===== src/hw/pfshm_consts.vh =====
`ifndef PFSHM_CONSTS_VH
`define PFSHM_CONSTS_VH
// Register byte addresses
`define PFSHM_ADDR_PLANE_CTRL 8'h00
`define PFSHM_ADDR_SCROLL 8'h04
`define PFSHM_ADDR_FETCH 8'h08
`define PFSHM_ADDR_STATUS 8'h0c
`define PFSHM_ADDR_PALETTE 8'h80
// Plane control word fields
`define PFSHM_HIGH_RESOLUTION_ENABLE_BIT 15
`define PFSHM_CNT_HI 14
`define PFSHM_CNT_LO 12
`define PFSHM_HOLD_BIT 11
`define PFSHM_DUAL_BIT 10
`define PFSHM_CNT_FIVE 3'h5
`define PFSHM_CNT_SIX 3'h6
// Fetch register fields
`define PFSHM_SCROLL_EN_BIT 31
`define PFSHM_WORDS_HI 23
`define PFSHM_WORDS_LO 16
`define PFSHM_START_HI 8
`define PFSHM_START_LO 0
// Colour fields
`define PFSHM_RED_HI 11
`define PFSHM_RED_LO 8
`define PFSHM_GRN_HI 7
`define PFSHM_GRN_LO 4
`define PFSHM_BLU_HI 3
`define PFSHM_BLU_LO 0
// Scroll and timing figures
`define PFSHM_EXTRA_FETCH_PIX 9'h010
`define PFSHM_MAX_TAP 31
// Reset values
`define PFSHM_RST_PLANE_CTRL 16'h0000
`define PFSHM_RST_SCROLL 8'h00
`define PFSHM_RST_FETCH 32'h0000_0000
`define PFSHM_RST_COLOR 12'h000
`endif


===== src/hw/pfshm_core.v =====
`timescale 1ns/1ps
`include "pfshm_consts.vh"
module pfshm_core (
	input wire clk_sys,
	input wire sys_rst,
	input wire [7:0] s_axi_awaddr,
	input wire [2:0] s_axi_awprot,
	input wire s_axi_awvalid,
	output wire s_axi_awready,
	input wire [31:0] s_axi_wdata,
	input wire [3:0] s_axi_wstrb,
	input wire s_axi_wvalid,
	output wire s_axi_wready,
	output wire [1:0] s_axi_bresp,
	output reg s_axi_bvalid,
	input wire s_axi_bready,
	input wire [7:0] s_axi_araddr,
	input wire [2:0] s_axi_arprot,
	input wire s_axi_arvalid,
	output wire s_axi_arready,
	output reg [31:0] s_axi_rdata,
	output reg [1:0] s_axi_rresp,
	output reg s_axi_rvalid,
	input wire s_axi_rready,
	input wire line_start,
	input wire pix_valid,
	input wire [5:0] plane_bits,
	output reg pix_out_valid,
	output reg [11:0] pix_color,
	output reg [8:0] fetch_start,
	output reg [7:0] fetch_words
);
	reg [15:0] plane_control_word_q;
	reg [7:0] scroll_delay_control_q;
	reg [31:0] fetch_ctrl_q;
	reg [11:0] palette_q [0:31];
	reg [11:0] hold_q;
	reg aw_full_q;
	reg w_full_q;
	reg [7:0] aw_addr_q;
	reg [31:0] w_data_q;
	reg [3:0] w_strb_q;
	reg [89:0] odd_sr_q;
	reg [89:0] even_sr_q;
	reg [11:0] color_d;
	integer i;

	// Register kinds decoded from a byte address
	localparam KIND_NONE = 3'h0;
	localparam KIND_CTRL = 3'h1;
	localparam KIND_SCROLL = 3'h2;
	localparam KIND_FETCH = 3'h3;
	localparam KIND_STATUS = 3'h4;
	localparam KIND_PAL = 3'h5;

	function [2:0] reg_kind;
		input [7:0] addr;
		begin
			if (addr[1:0] != 2'h0)
				reg_kind = KIND_NONE;
			else if (addr[7] == 1'b1)
				reg_kind = KIND_PAL;
			else if (addr == `PFSHM_ADDR_PLANE_CTRL)
				reg_kind = KIND_CTRL;
			else if (addr == `PFSHM_ADDR_SCROLL)
				reg_kind = KIND_SCROLL;
			else if (addr == `PFSHM_ADDR_FETCH)
				reg_kind = KIND_FETCH;
			else if (addr == `PFSHM_ADDR_STATUS)
				reg_kind = KIND_STATUS;
			else
				reg_kind = KIND_NONE;
		end
	endfunction

	// Write channel: address and data taken in either order
	wire do_write = aw_full_q && w_full_q && !s_axi_bvalid;
	wire [2:0] wr_kind = reg_kind(aw_addr_q);
	assign s_axi_awready = !aw_full_q;
	assign s_axi_wready = !w_full_q;
	assign s_axi_bresp = 2'h0;
	assign s_axi_arready = !s_axi_rvalid;

	always @(posedge clk_sys or posedge sys_rst) begin
		if (sys_rst) begin
			aw_full_q <= 1'b0;
			w_full_q <= 1'b0;
			aw_addr_q <= 8'h00;
			w_data_q <= 32'h0000_0000;
			w_strb_q <= 4'h0;
			s_axi_bvalid <= 1'b0;
		end else begin
			if (s_axi_awvalid && !aw_full_q) begin
				aw_full_q <= 1'b1;
				aw_addr_q <= s_axi_awaddr;
			end
			if (s_axi_wvalid && !w_full_q) begin
				w_full_q <= 1'b1;
				w_data_q <= s_axi_wdata;
				w_strb_q <= s_axi_wstrb;
			end
			if (do_write) begin
				aw_full_q <= 1'b0;
				w_full_q <= 1'b0;
				s_axi_bvalid <= 1'b1;
			end else if (s_axi_bvalid && s_axi_bready) begin
				s_axi_bvalid <= 1'b0;
			end
		end
	end

	// Register writes, honouring byte strobes
	always @(posedge clk_sys or posedge sys_rst) begin
		if (sys_rst) begin
			plane_control_word_q <= `PFSHM_RST_PLANE_CTRL;
			scroll_delay_control_q <= `PFSHM_RST_SCROLL;
			fetch_ctrl_q <= `PFSHM_RST_FETCH;
			for (i = 0; i < 32; i = i + 1) begin
				palette_q[i] <= `PFSHM_RST_COLOR;
			end
		end else if (do_write) begin
			case (wr_kind)
			KIND_CTRL: begin
				if (w_strb_q[0])
					plane_control_word_q[7:0] <= w_data_q[7:0];
				if (w_strb_q[1])
					plane_control_word_q[15:8] <= w_data_q[15:8];
			end
			KIND_SCROLL: begin
				if (w_strb_q[0])
					scroll_delay_control_q <= w_data_q[7:0];
			end
			KIND_FETCH: begin
				for (i = 0; i < 4; i = i + 1) begin
					if (w_strb_q[i])
						fetch_ctrl_q[i*8 +: 8] <= w_data_q[i*8 +: 8];
				end
			end
			KIND_PAL: begin
				// Only 12 colour bits are kept
				if (w_strb_q[0])
					palette_q[aw_addr_q[6:2]][7:0] <= w_data_q[7:0];
				if (w_strb_q[1])
					palette_q[aw_addr_q[6:2]][11:8] <= w_data_q[11:8];
			end
			default: begin
			end
			endcase
		end
	end

	// Plane control decode
	wire high_resolution_enable = plane_control_word_q[`PFSHM_HIGH_RESOLUTION_ENABLE_BIT];
	wire [2:0] plane_cnt =
		plane_control_word_q[`PFSHM_CNT_HI:`PFSHM_CNT_LO];
	wire hold_active = plane_control_word_q[`PFSHM_HOLD_BIT] &&
		!plane_control_word_q[`PFSHM_DUAL_BIT] && !high_resolution_enable &&
		(plane_cnt == `PFSHM_CNT_FIVE ||
		plane_cnt == `PFSHM_CNT_SIX);

	// Read channel: answer one cycle after the address is taken
	always @(posedge clk_sys or posedge sys_rst) begin
		if (sys_rst) begin
			s_axi_rvalid <= 1'b0;
			s_axi_rdata <= 32'h0000_0000;
			s_axi_rresp <= 2'h0;
		end else if (s_axi_arvalid && !s_axi_rvalid) begin
			s_axi_rvalid <= 1'b1;
			s_axi_rresp <= 2'h0;
			case (reg_kind(s_axi_araddr))
			KIND_CTRL:
				s_axi_rdata <= {16'h0000, plane_control_word_q};
			KIND_SCROLL:
				s_axi_rdata <= {24'h000000, scroll_delay_control_q};
			KIND_FETCH:
				s_axi_rdata <= fetch_ctrl_q;
			KIND_STATUS:
				s_axi_rdata <= {19'h00000, hold_active, hold_q};
			KIND_PAL:
				s_axi_rdata <= 32'h0000_0000;
			default: begin
				s_axi_rdata <= 32'h0000_0000;
				s_axi_rresp <= 2'h2;
			end
			endcase
		end else if (s_axi_rvalid && s_axi_rready) begin
			s_axi_rvalid <= 1'b0;
		end
	end

	// Fetch window: extra word and earlier start when scrolling
	wire scroll_en = fetch_ctrl_q[`PFSHM_SCROLL_EN_BIT];
	wire [8:0] start_norm =
		fetch_ctrl_q[`PFSHM_START_HI:`PFSHM_START_LO];
	wire [7:0] words_norm =
		fetch_ctrl_q[`PFSHM_WORDS_HI:`PFSHM_WORDS_LO];

	always @(posedge clk_sys or posedge sys_rst) begin
		if (sys_rst) begin
			fetch_start <= 9'h000;
			fetch_words <= 8'h00;
		end else if (scroll_en) begin
			fetch_start <= start_norm - `PFSHM_EXTRA_FETCH_PIX;
			fetch_words <= words_norm + 8'h01;
		end else begin
			fetch_start <= start_norm;
			fetch_words <= words_norm;
		end
	end

	// Planes beyond the enabled count read as zero
	wire [5:0] plane_mask = (plane_cnt >= 3'h6) ? 6'h3f :
		(6'h3f >> (3'h6 - plane_cnt));
	wire [5:0] planes_in = plane_bits & plane_mask;
	wire [2:0] odd_in = {planes_in[4], planes_in[2], planes_in[0]};
	wire [2:0] even_in = {planes_in[5], planes_in[3], planes_in[1]};

	// Per playfield delay lines, one tap per pixel of delay
	wire [2:0] odd_out;
	wire [2:0] even_out;
	genvar g;
	generate
		for (g = 0; g < 2; g = g + 1) begin : g_field
			wire [3:0] dly = scroll_delay_control_q[g*4 +: 4];
			wire [4:0] tap = high_resolution_enable ? {dly, 1'b0} : {1'b0, dly};
			wire [92:0] line = (g == 0) ? {odd_sr_q, odd_in} :
				{even_sr_q, even_in};
			wire [2:0] sel = line[tap*3 +: 3];
			if (g == 0) begin : g_odd
				assign odd_out = sel;
			end else begin : g_even
				assign even_out = sel;
			end
		end
	endgenerate

	always @(posedge clk_sys or posedge sys_rst) begin
		if (sys_rst) begin
			odd_sr_q <= 90'h0;
			even_sr_q <= 90'h0;
		end else if (pix_valid) begin
			odd_sr_q <= {odd_sr_q[86:0], odd_in};
			even_sr_q <= {even_sr_q[86:0], even_in};
		end
	end

	// Delayed pixel as plane 6..1
	wire [5:0] pix = {even_out[2], odd_out[2], even_out[1], odd_out[1],
		even_out[0], odd_out[0]};
	wire [3:0] mod_val = pix[3:0];

	always @* begin
		color_d = palette_q[pix[4:0]];
		if (hold_active) begin
			case (pix[5:4])
			2'h0:
				color_d = palette_q[{1'b0, mod_val}];
			2'h1:
				color_d = {hold_q[`PFSHM_RED_HI:`PFSHM_GRN_LO],
					mod_val};
			2'h2:
				color_d = {mod_val,
					hold_q[`PFSHM_GRN_HI:`PFSHM_BLU_LO]};
			2'h3:
				color_d = {hold_q[`PFSHM_RED_HI:`PFSHM_RED_LO], mod_val,
					hold_q[`PFSHM_BLU_HI:`PFSHM_BLU_LO]};
			default:
				color_d = palette_q[0];
			endcase
		end
	end

	// Output colour and held colour
	always @(posedge clk_sys or posedge sys_rst) begin
		if (sys_rst) begin
			hold_q <= `PFSHM_RST_COLOR;
			pix_color <= `PFSHM_RST_COLOR;
			pix_out_valid <= 1'b0;
		end else begin
			// A pixel that meets line_start is not shown
			pix_out_valid <= pix_valid && !line_start;
			if (line_start) begin
				hold_q <= palette_q[0];
			end else if (pix_valid) begin
				hold_q <= color_d;
				pix_color <= color_d;
			end
		end
	end
endmodule

===== config.mk =====
export PLATFORM = sky130hd
export DESIGN_NAME = pfshm_core
export DESIGN_NICKNAME = d
export VERILOG_FILES = /design/src/hw/pfshm_core.v
export VERILOG_INCLUDE_DIRS = /design/src /design/src/hw
export SDC_FILE = /design/constraint.sdc
export NUM_CORES = 2
export LEC_CHECK = 0
export ABC_AREA = 1
export BUFFER_PORTS_ARGS = -buffer_cell sky130_fd_sc_hd__clkbuf_2
export CAP_MARGIN = 20
export CORE_ASPECT_RATIO = 1.5
export CORE_MARGIN = 10
export CORE_UTILIZATION = 30
export DETAILED_ROUTE_END_ITERATION = 10
export SYNTH_ARGS = -nofsm -noshare
export SYNTH_HDL_FRONTEND = slang
export SYNTH_SLANG_ARGS = --single-unit

===== constraint.sdc =====
create_clock -name clk_sys -period 32.8 [get_ports clk_sys]
set_input_delay 4.92 -clock clk_sys [delete_from_list [all_inputs] [get_ports clk_sys]]
set_output_delay 4.92 -clock clk_sys [all_outputs]
set_load 0.05 [all_outputs]

# --- Word level (Yosys, flattened, before mapping) ---
# Cells that the tools add are included.
op_classes:
  add_sub_neg: 3
  mul: 2
  magnitude_cmp: 5
  n_eq_ne: 20
  shifts: 3
  n_mux: 48
  n_bitwise: 5
  n_reduce_logical: 40
ops:
  columns: ["cell", "n"]
  rows:
  - ["$mux W384", 4]
  - ["$bwmux W384", 2]
  - ["$shiftx A93 B8 Y3", 2]
  - ["$pmux W32 S4", 1]
  - ["$bmux W12 S5", 2]
  - ["$demux W12 S5", 2]
  - ["$mux W12", 8]
  - ["$pmux W12 S4", 1]
  - ["$mux W3", 13]
  - ["$eq A8 B4 Y1 const B", 4]
  - ["$reduce_and A3 Y1", 7]
  - ["$ge A6 B6 Y1 const B", 3]
  - ["$eq A8 B3 Y1 const B", 2]
  - ["$logic_not A8 Y1", 2]
  - ["$mux W8", 2]
  - ["$eq A3 B3 Y1 const B", 5]
  - ["$mul A5 B2 Y7 const B", 2]
  - ["$reduce_bool A2 Y1", 7]
  - ["$eq A3 B2 Y1 const B", 4]
  - ["$logic_and A1 B1 Y1", 12]
  - ["$not A5 Y6", 2]
  - ["$mux W5", 2]
  - ["$mux W9", 1]
  - ["$sub A9 B5 Y9 const B", 1]
  - ["19 further kinds", 35]
totals:
  regBits: 744

# --- Depth between registers and ports, before layout ---
logic_depth:
  depth_word: 13
  ltp_mapped: 23
  ltp_nobuf: 22

# --- Least setup slack after synthesis ---
# No wires, ideal clock.
synth_path:
  kind: "input -> register"
  from: "input s_axi_araddr[1]"
  to: "register s_axi_rdata[5]"
  t_arrival_ps: 6527
  required_time_ps: 32682
  setup_slack_ps: 26155
  stages: 10
  n_path_buf: 0
  cell_sequence: "nor2_1 nand2_1 nor3_1 o2111ai_1 nand4_1 inv_1 a22oi_1 o221ai_1 nand2_1 nand2_1"
synth_via:
  elab_chain_cells: 10
synth_lines:
  columns: ["item", "line_no", "source"]
  rows:
  - ["from (decl)", "pfshm_core.v:17", "input wire [7:0] s_axi_araddr,"]
  - ["$eq A8 B4 Y1 (no source line)", null, null]
  - ["$mux W3", "pfshm_core.v:69", "else if (addr == `PFSHM_ADDR_STATUS)"]
  - ["$mux W3", "pfshm_core.v:67", "else if (addr == `PFSHM_ADDR_FETCH)"]
  - ["$mux W3", "pfshm_core.v:65", "else if (addr == `PFSHM_ADDR_SCROLL)"]
  - ["$mux W3", "pfshm_core.v:63", "else if (addr == `PFSHM_ADDR_PLANE_CTRL)"]
  - ["$mux W3", "pfshm_core.v:61", "else if (addr[7] == 1'b1)"]
  - ["$mux W3 *", "pfshm_core.v:59", "if (addr[1:0] != 2'h0)"]
  - ["$mux W3 *", "pfshm_core.v:167", "end else if (s_axi_arvalid && !s_axi_rvalid) begin"]
  - ["$eq A3 B3 Y1 (tied with other cells)", "pfshm_core.v:170", "case (reg_kind(s_axi_araddr))"]
  - ["$pmux W32 S4 *", "pfshm_core.v:170", null]
  - ["to (signal assigned)", "pfshm_core.v:172", "s_axi_rdata <= {16'h0000, plane_control_word_q};"]
  - ["to (signal assigned)", "pfshm_core.v:174", "s_axi_rdata <= {24'h000000, scroll_delay_control_q};"]
  - ["to (signal assigned)", "pfshm_core.v:176", "s_axi_rdata <= fetch_ctrl_q;"]
  - ["to (decl)", "pfshm_core.v:21", "output reg [31:0] s_axi_rdata,"]
# Mark *: on every way between the ends. The rest lies on a longest branch, timed or not. The select of a mux whose other input is x is not followed.
# A chain may end at the register's enable or synchronous reset.

# --- Worst setup path in the final report ---
layout_path:
  from: "input plane_bits[0]"
  to: "register hold_q[5]"
layout_via:
  elab_chain_cells: 10
layout_lines:
  columns: ["item", "line_no", "source"]
  rows:
  - ["from (decl)", "pfshm_core.v:27", "input wire [5:0] plane_bits,"]
  - ["$and A6 B6 Y6 *", "pfshm_core.v:214", "wire [5:0] planes_in = plane_bits & plane_mask;"]
  - ["$shiftx A93 B8 Y3 *", "pfshm_core.v:228", "wire [2:0] sel = line[tap*3 +: 3];"]
  - ["$not A4 Y6 (implied by the code)", "pfshm_core.v:257", "color_d = palette_q[{1'b0, mod_val}];"]
  - ["$bmux W12 S5", "pfshm_core.v:257", null]
  - ["$mux W12 (implied by the code) (2 in a row)", "pfshm_core.v:257", null]
  - ["$pmux W12 S4", "pfshm_core.v:255", "case (pix[5:4])"]
  - ["$mux W12 *", "pfshm_core.v:254", "if (hold_active) begin"]
  - ["$mux W12 *", "pfshm_core.v:284", "end else if (pix_valid) begin"]
  - ["$mux W12 *", "pfshm_core.v:282", "if (line_start) begin"]
  - ["to (signal assigned)", "pfshm_core.v:276", "hold_q <= `PFSHM_RST_COLOR;"]
  - ["to (signal assigned)", "pfshm_core.v:283", "hold_q <= palette_q[0];"]
  - ["to (signal assigned)", "pfshm_core.v:285", "hold_q <= color_d;"]
  - ["to (decl)", "pfshm_core.v:37", "reg [11:0] hold_q;"]
# Marked as above.

==> impl_metrics.tcl <==
set metrics [dict create \
    areaGrowthSynthToFinish_pct 12.3 \
    drt_iter0_markers 2458 \
    track_usage_pct 15.1 \
    critical_path_required_ns 33.35 \
    num-nets-final 4499 \
    grt_max_degree 165 \
    ys_ff_latch 743 \
    critPathLaunchType "input port" \
    io_pins 144 \
    cap_violations 0 \
    r2r_end "hold_q[5]" \
    vias 29000 \
    post_cts_resized 0 \
    coreArea_um2 116000 \
    hp-class "reg -> reg" \
    io_buffers 134 \
    drt_first_pass_iters 6 \
    tightest_slew_ns 1.09 \
    grt_first_pass_wirelength_mm 160 \
    ant_nets 0 \
    rows 153 \
    ys_types 43 \
    gr-total-overflow 0 \
    drt_wl_total_mm 101 \
    finalPower_mw 2.39 \
    synthCells 4432 \
    cts_buffer_depth 3 \
    fin_setup_tns_ns 0 \
    clock_skew_ns 0.0343 \
    hold_viol 0 \
    place_ws_ns 23.68 \
    synth_area_leader_cell "dfrtp_1" \
    post_cts_buffers 0 \
    place.gp.congestion 0.821 \
    fin_crit_ns 8.08 \
    yosysWarnings 0 \
    hold_path_end "fetch_start[1]" \
    cp_data_arrival_time_ns 8.63 \
    cts_hold_buffers 0 \
    initial_core_util_pct 30.2 \
    cts_tree "yes" \
    crit_type "in -> reg" \
    ir_worst_vdd_mv 0.0377 \
    cts_htree_levels 3 \
    rsz0062_at_grt "false" \
    cts.sink_count 743 \
    die_y_um 439 \
    viasPerCell 4.81 \
    clk_latency_ns 0.66 \
    outcome "complete, no violations" \
    reg2reg_depth 20 \
    max_freq_mhz 124 \
    drive_above_1_share_pct 7.73 \
    diodes 0 \
    cts_root_buf "clkbuf_16" \
    wl_per_cell_um 16.7 \
    drc 0 \
    numCtsBuffers 73 \
    fin_area_um2 39400 \
    end_kind "flop" \
    synth.top_cell.area_share_pct 53.0 \
    synth_area_leaders "dfrtp_1 53%, nand2_1 14%, o21ai_0 9.7%" \
    slew_violations 0 \
    power_density_nw_per_um2 60.6 \
    post-route-util_pct 34.0 \
    grt_pass1_vias 27900 \
    r2r-start "plane_control_word_q[15]" \
    hold_depth 0 \
    setup_viol_count_final 0 \
    fp.dieArea_um2 131000 \
    ys_seq_area_share_pct 53.0 \
    post-dp-hpwl_mm 64.3 \
    power.leakage_nw 18.4 \
    fill_cells 12300 \
    postSynthAreaPerCell_um2 7.91 \
    path_clk_slew_ns 0.07 \
    netlist_area_um2 35100 \
    finalCritPeriodShare_pct 24.6 \
    rrSetupSlack_ns 26.64 \
    slew-limit-headroom_pct 27.5 \
    placement.cell_area_um2 36900 \
    hp-start "fetch_ctrl_q[1]" \
    antenna_found_initial 0 \
    die_w_um 299 \
    critPathMaxFanout 85 \
    fin_ws_ns 24.72 \
]
worst max path at each step:
| stage | from | to | slack, ns | cells past startpoint |
|---|---|---|---|---|
| after floorplan | sys_rst | aw_addr_q[0] | 7.03 | 1 |
| after global placement | plane_bits[0] | hold_q[8] | 23.64 | 20 |
| after detailed placement | plane_bits[0] | pix_color[8] | 23.68 | 20 |
| after CTS | plane_bits[0] | pix_color[8] | 24.37 | 20 |
| after global routing | plane_bits[0] | hold_q[2] | 24.41 | 21 |
| final | plane_bits[0] | hold_q[5] | 24.72 | 21 |
power by group:
| group | internal, mW | switching [mW] |
|---|---|---|
| clock network | 0.505 | 0.378 |
| registers | 0.998 | 0.0426 |
| logic | 0.108 | 0.358 |
| total | 1.61 | 0.778 |
metal layers:
metal,global-route usage [%],part of all wire (%),vias to the layer above
li1,-,-,14200
met1,18.7,43,14000
met2,26.4,50,651
met3,2.13,4.3,144
met4,5.53,2.9,0
met5,0,0,-
cells by family (layout without fill, tap and decap cells):
family          count (synthesis)  in the layout  share of synthesized area, %
compound gates                884            884                          13.3
xor+xnor                       11             11                         0.275
fa+ha+maj                       6              6                         0.214
buf+inv                       749            789                          8.68
flops                         743            743                          53.0
mux                             5              5                         0.161
other cells                     1              3                        0.0107
simple gates                 2033           2033                          24.4
cells in the final DEF (no fill, tap or decap), drive strengths merged:
master and instances:
clkinv 22, mux2 5, a21oi 106, o21a 4, o41ai 1, clkbuf 230
nand4 3, a22oi 16, o311ai 1, nor2 127, ha 6, o21ai 699
xor2 8, nor3 8, o22ai 3, a221oi 6, inv 476, clkinvlp 4
buf 50, a21boi 1, nor4 3, o211ai 26, o21bai 1, nand3 466
conb 3, a31oi 3, bufinv 7, xnor2 3, o2111ai 4, o31ai 8
nand2 1357, nand3b 69, dfrtp 743, o221ai 5
synthesized netlist by cell type (all sizes together):
| cell type | n |
|---|---|
| nor2 | 127 |
| o221ai | 5 |
| o21bai | 1 |
| o311ai | 1 |
| o22ai | 3 |
| a31oi | 3 |
| a21oi | 106 |
| nand4 | 3 |
| o211ai | 26 |
| mux2 | 5 |
| nand3b | 69 |
| nand3 | 466 |
| o41ai | 1 |
| clkinv | 3 |
| o21ai | 699 |
| a22oi | 16 |
| a21boi | 1 |
| buf | 118 |
| o21a | 4 |
| nor4 | 3 |
| dfrtp | 743 |
| conb | 1 |
| a221oi | 6 |
| ha | 6 |
| inv | 474 |
| clkbuf | 154 |
| nor3 | 8 |
| xnor2 | 3 |
| o31ai | 8 |
| o2111ai | 4 |
| xor2 | 8 |
| nand2 | 1357 |
state kept, by name (all words and copies together), names as in the netlist, 4 cells and up:
register,count
palette_q,384
fetch_start,9
hold_q,12
odd_sr_q,90
even_sr_q,90
w_data_q,32
fetch_ctrl_q,32
w_strb_q,4
plane_control_word_q,16
aw_addr_q,8
pix_color,12
fetch_words,8
scroll_delay_control_q,8
s_axi_rdata,32
through the flow:
| step | cells | hold slack, ns |
|---|---|---|
| 3_3_place_gp | 5894 | 0.401 |
| 4_1_cts | 6023 | 0.430 |
| 5_1_grt | 6024 | 0.438 |
| 3_5_place_dp | 5894 | 0.412 |
| 6_report | 6024 | 0.427 |
| 2_1_floorplan | 4434 | 0.374 |
critical path, cell delays in order:
cell,delay [ns]
clkbuf_2,0.08
inv_1,0.12
o21bai_1,0.15
nand2_1,0.07
nand2_1,0.08
nand2_1,0.06
nand2_1,0.12
nand2_4,0.16
nand2_8,0.30
buf_4,0.74
buf_4,0.37
buf_16,0.33
nand2_1,0.10
nand3_1,0.10
nand3_1,0.09
nand3_1,0.17
nand2_1,0.13
nand2_1,0.08
nand3_1,0.07
nand2_1,0.17
nand2_1,0.07
area by class of cell:
cell class	count	area (um2)	share of cell area, %
clock inverter	32	412	1.04
tap	1550	1940	4.92
inverter	477	1800	4.57
sequential	743	18600	47.2
clock buffer	97	2080	5.27
timing repair buffer	183	1080	2.73
multi-input combinational	2942	13500	34.3
No activity file was read; power rests on OpenSTA's default activity.
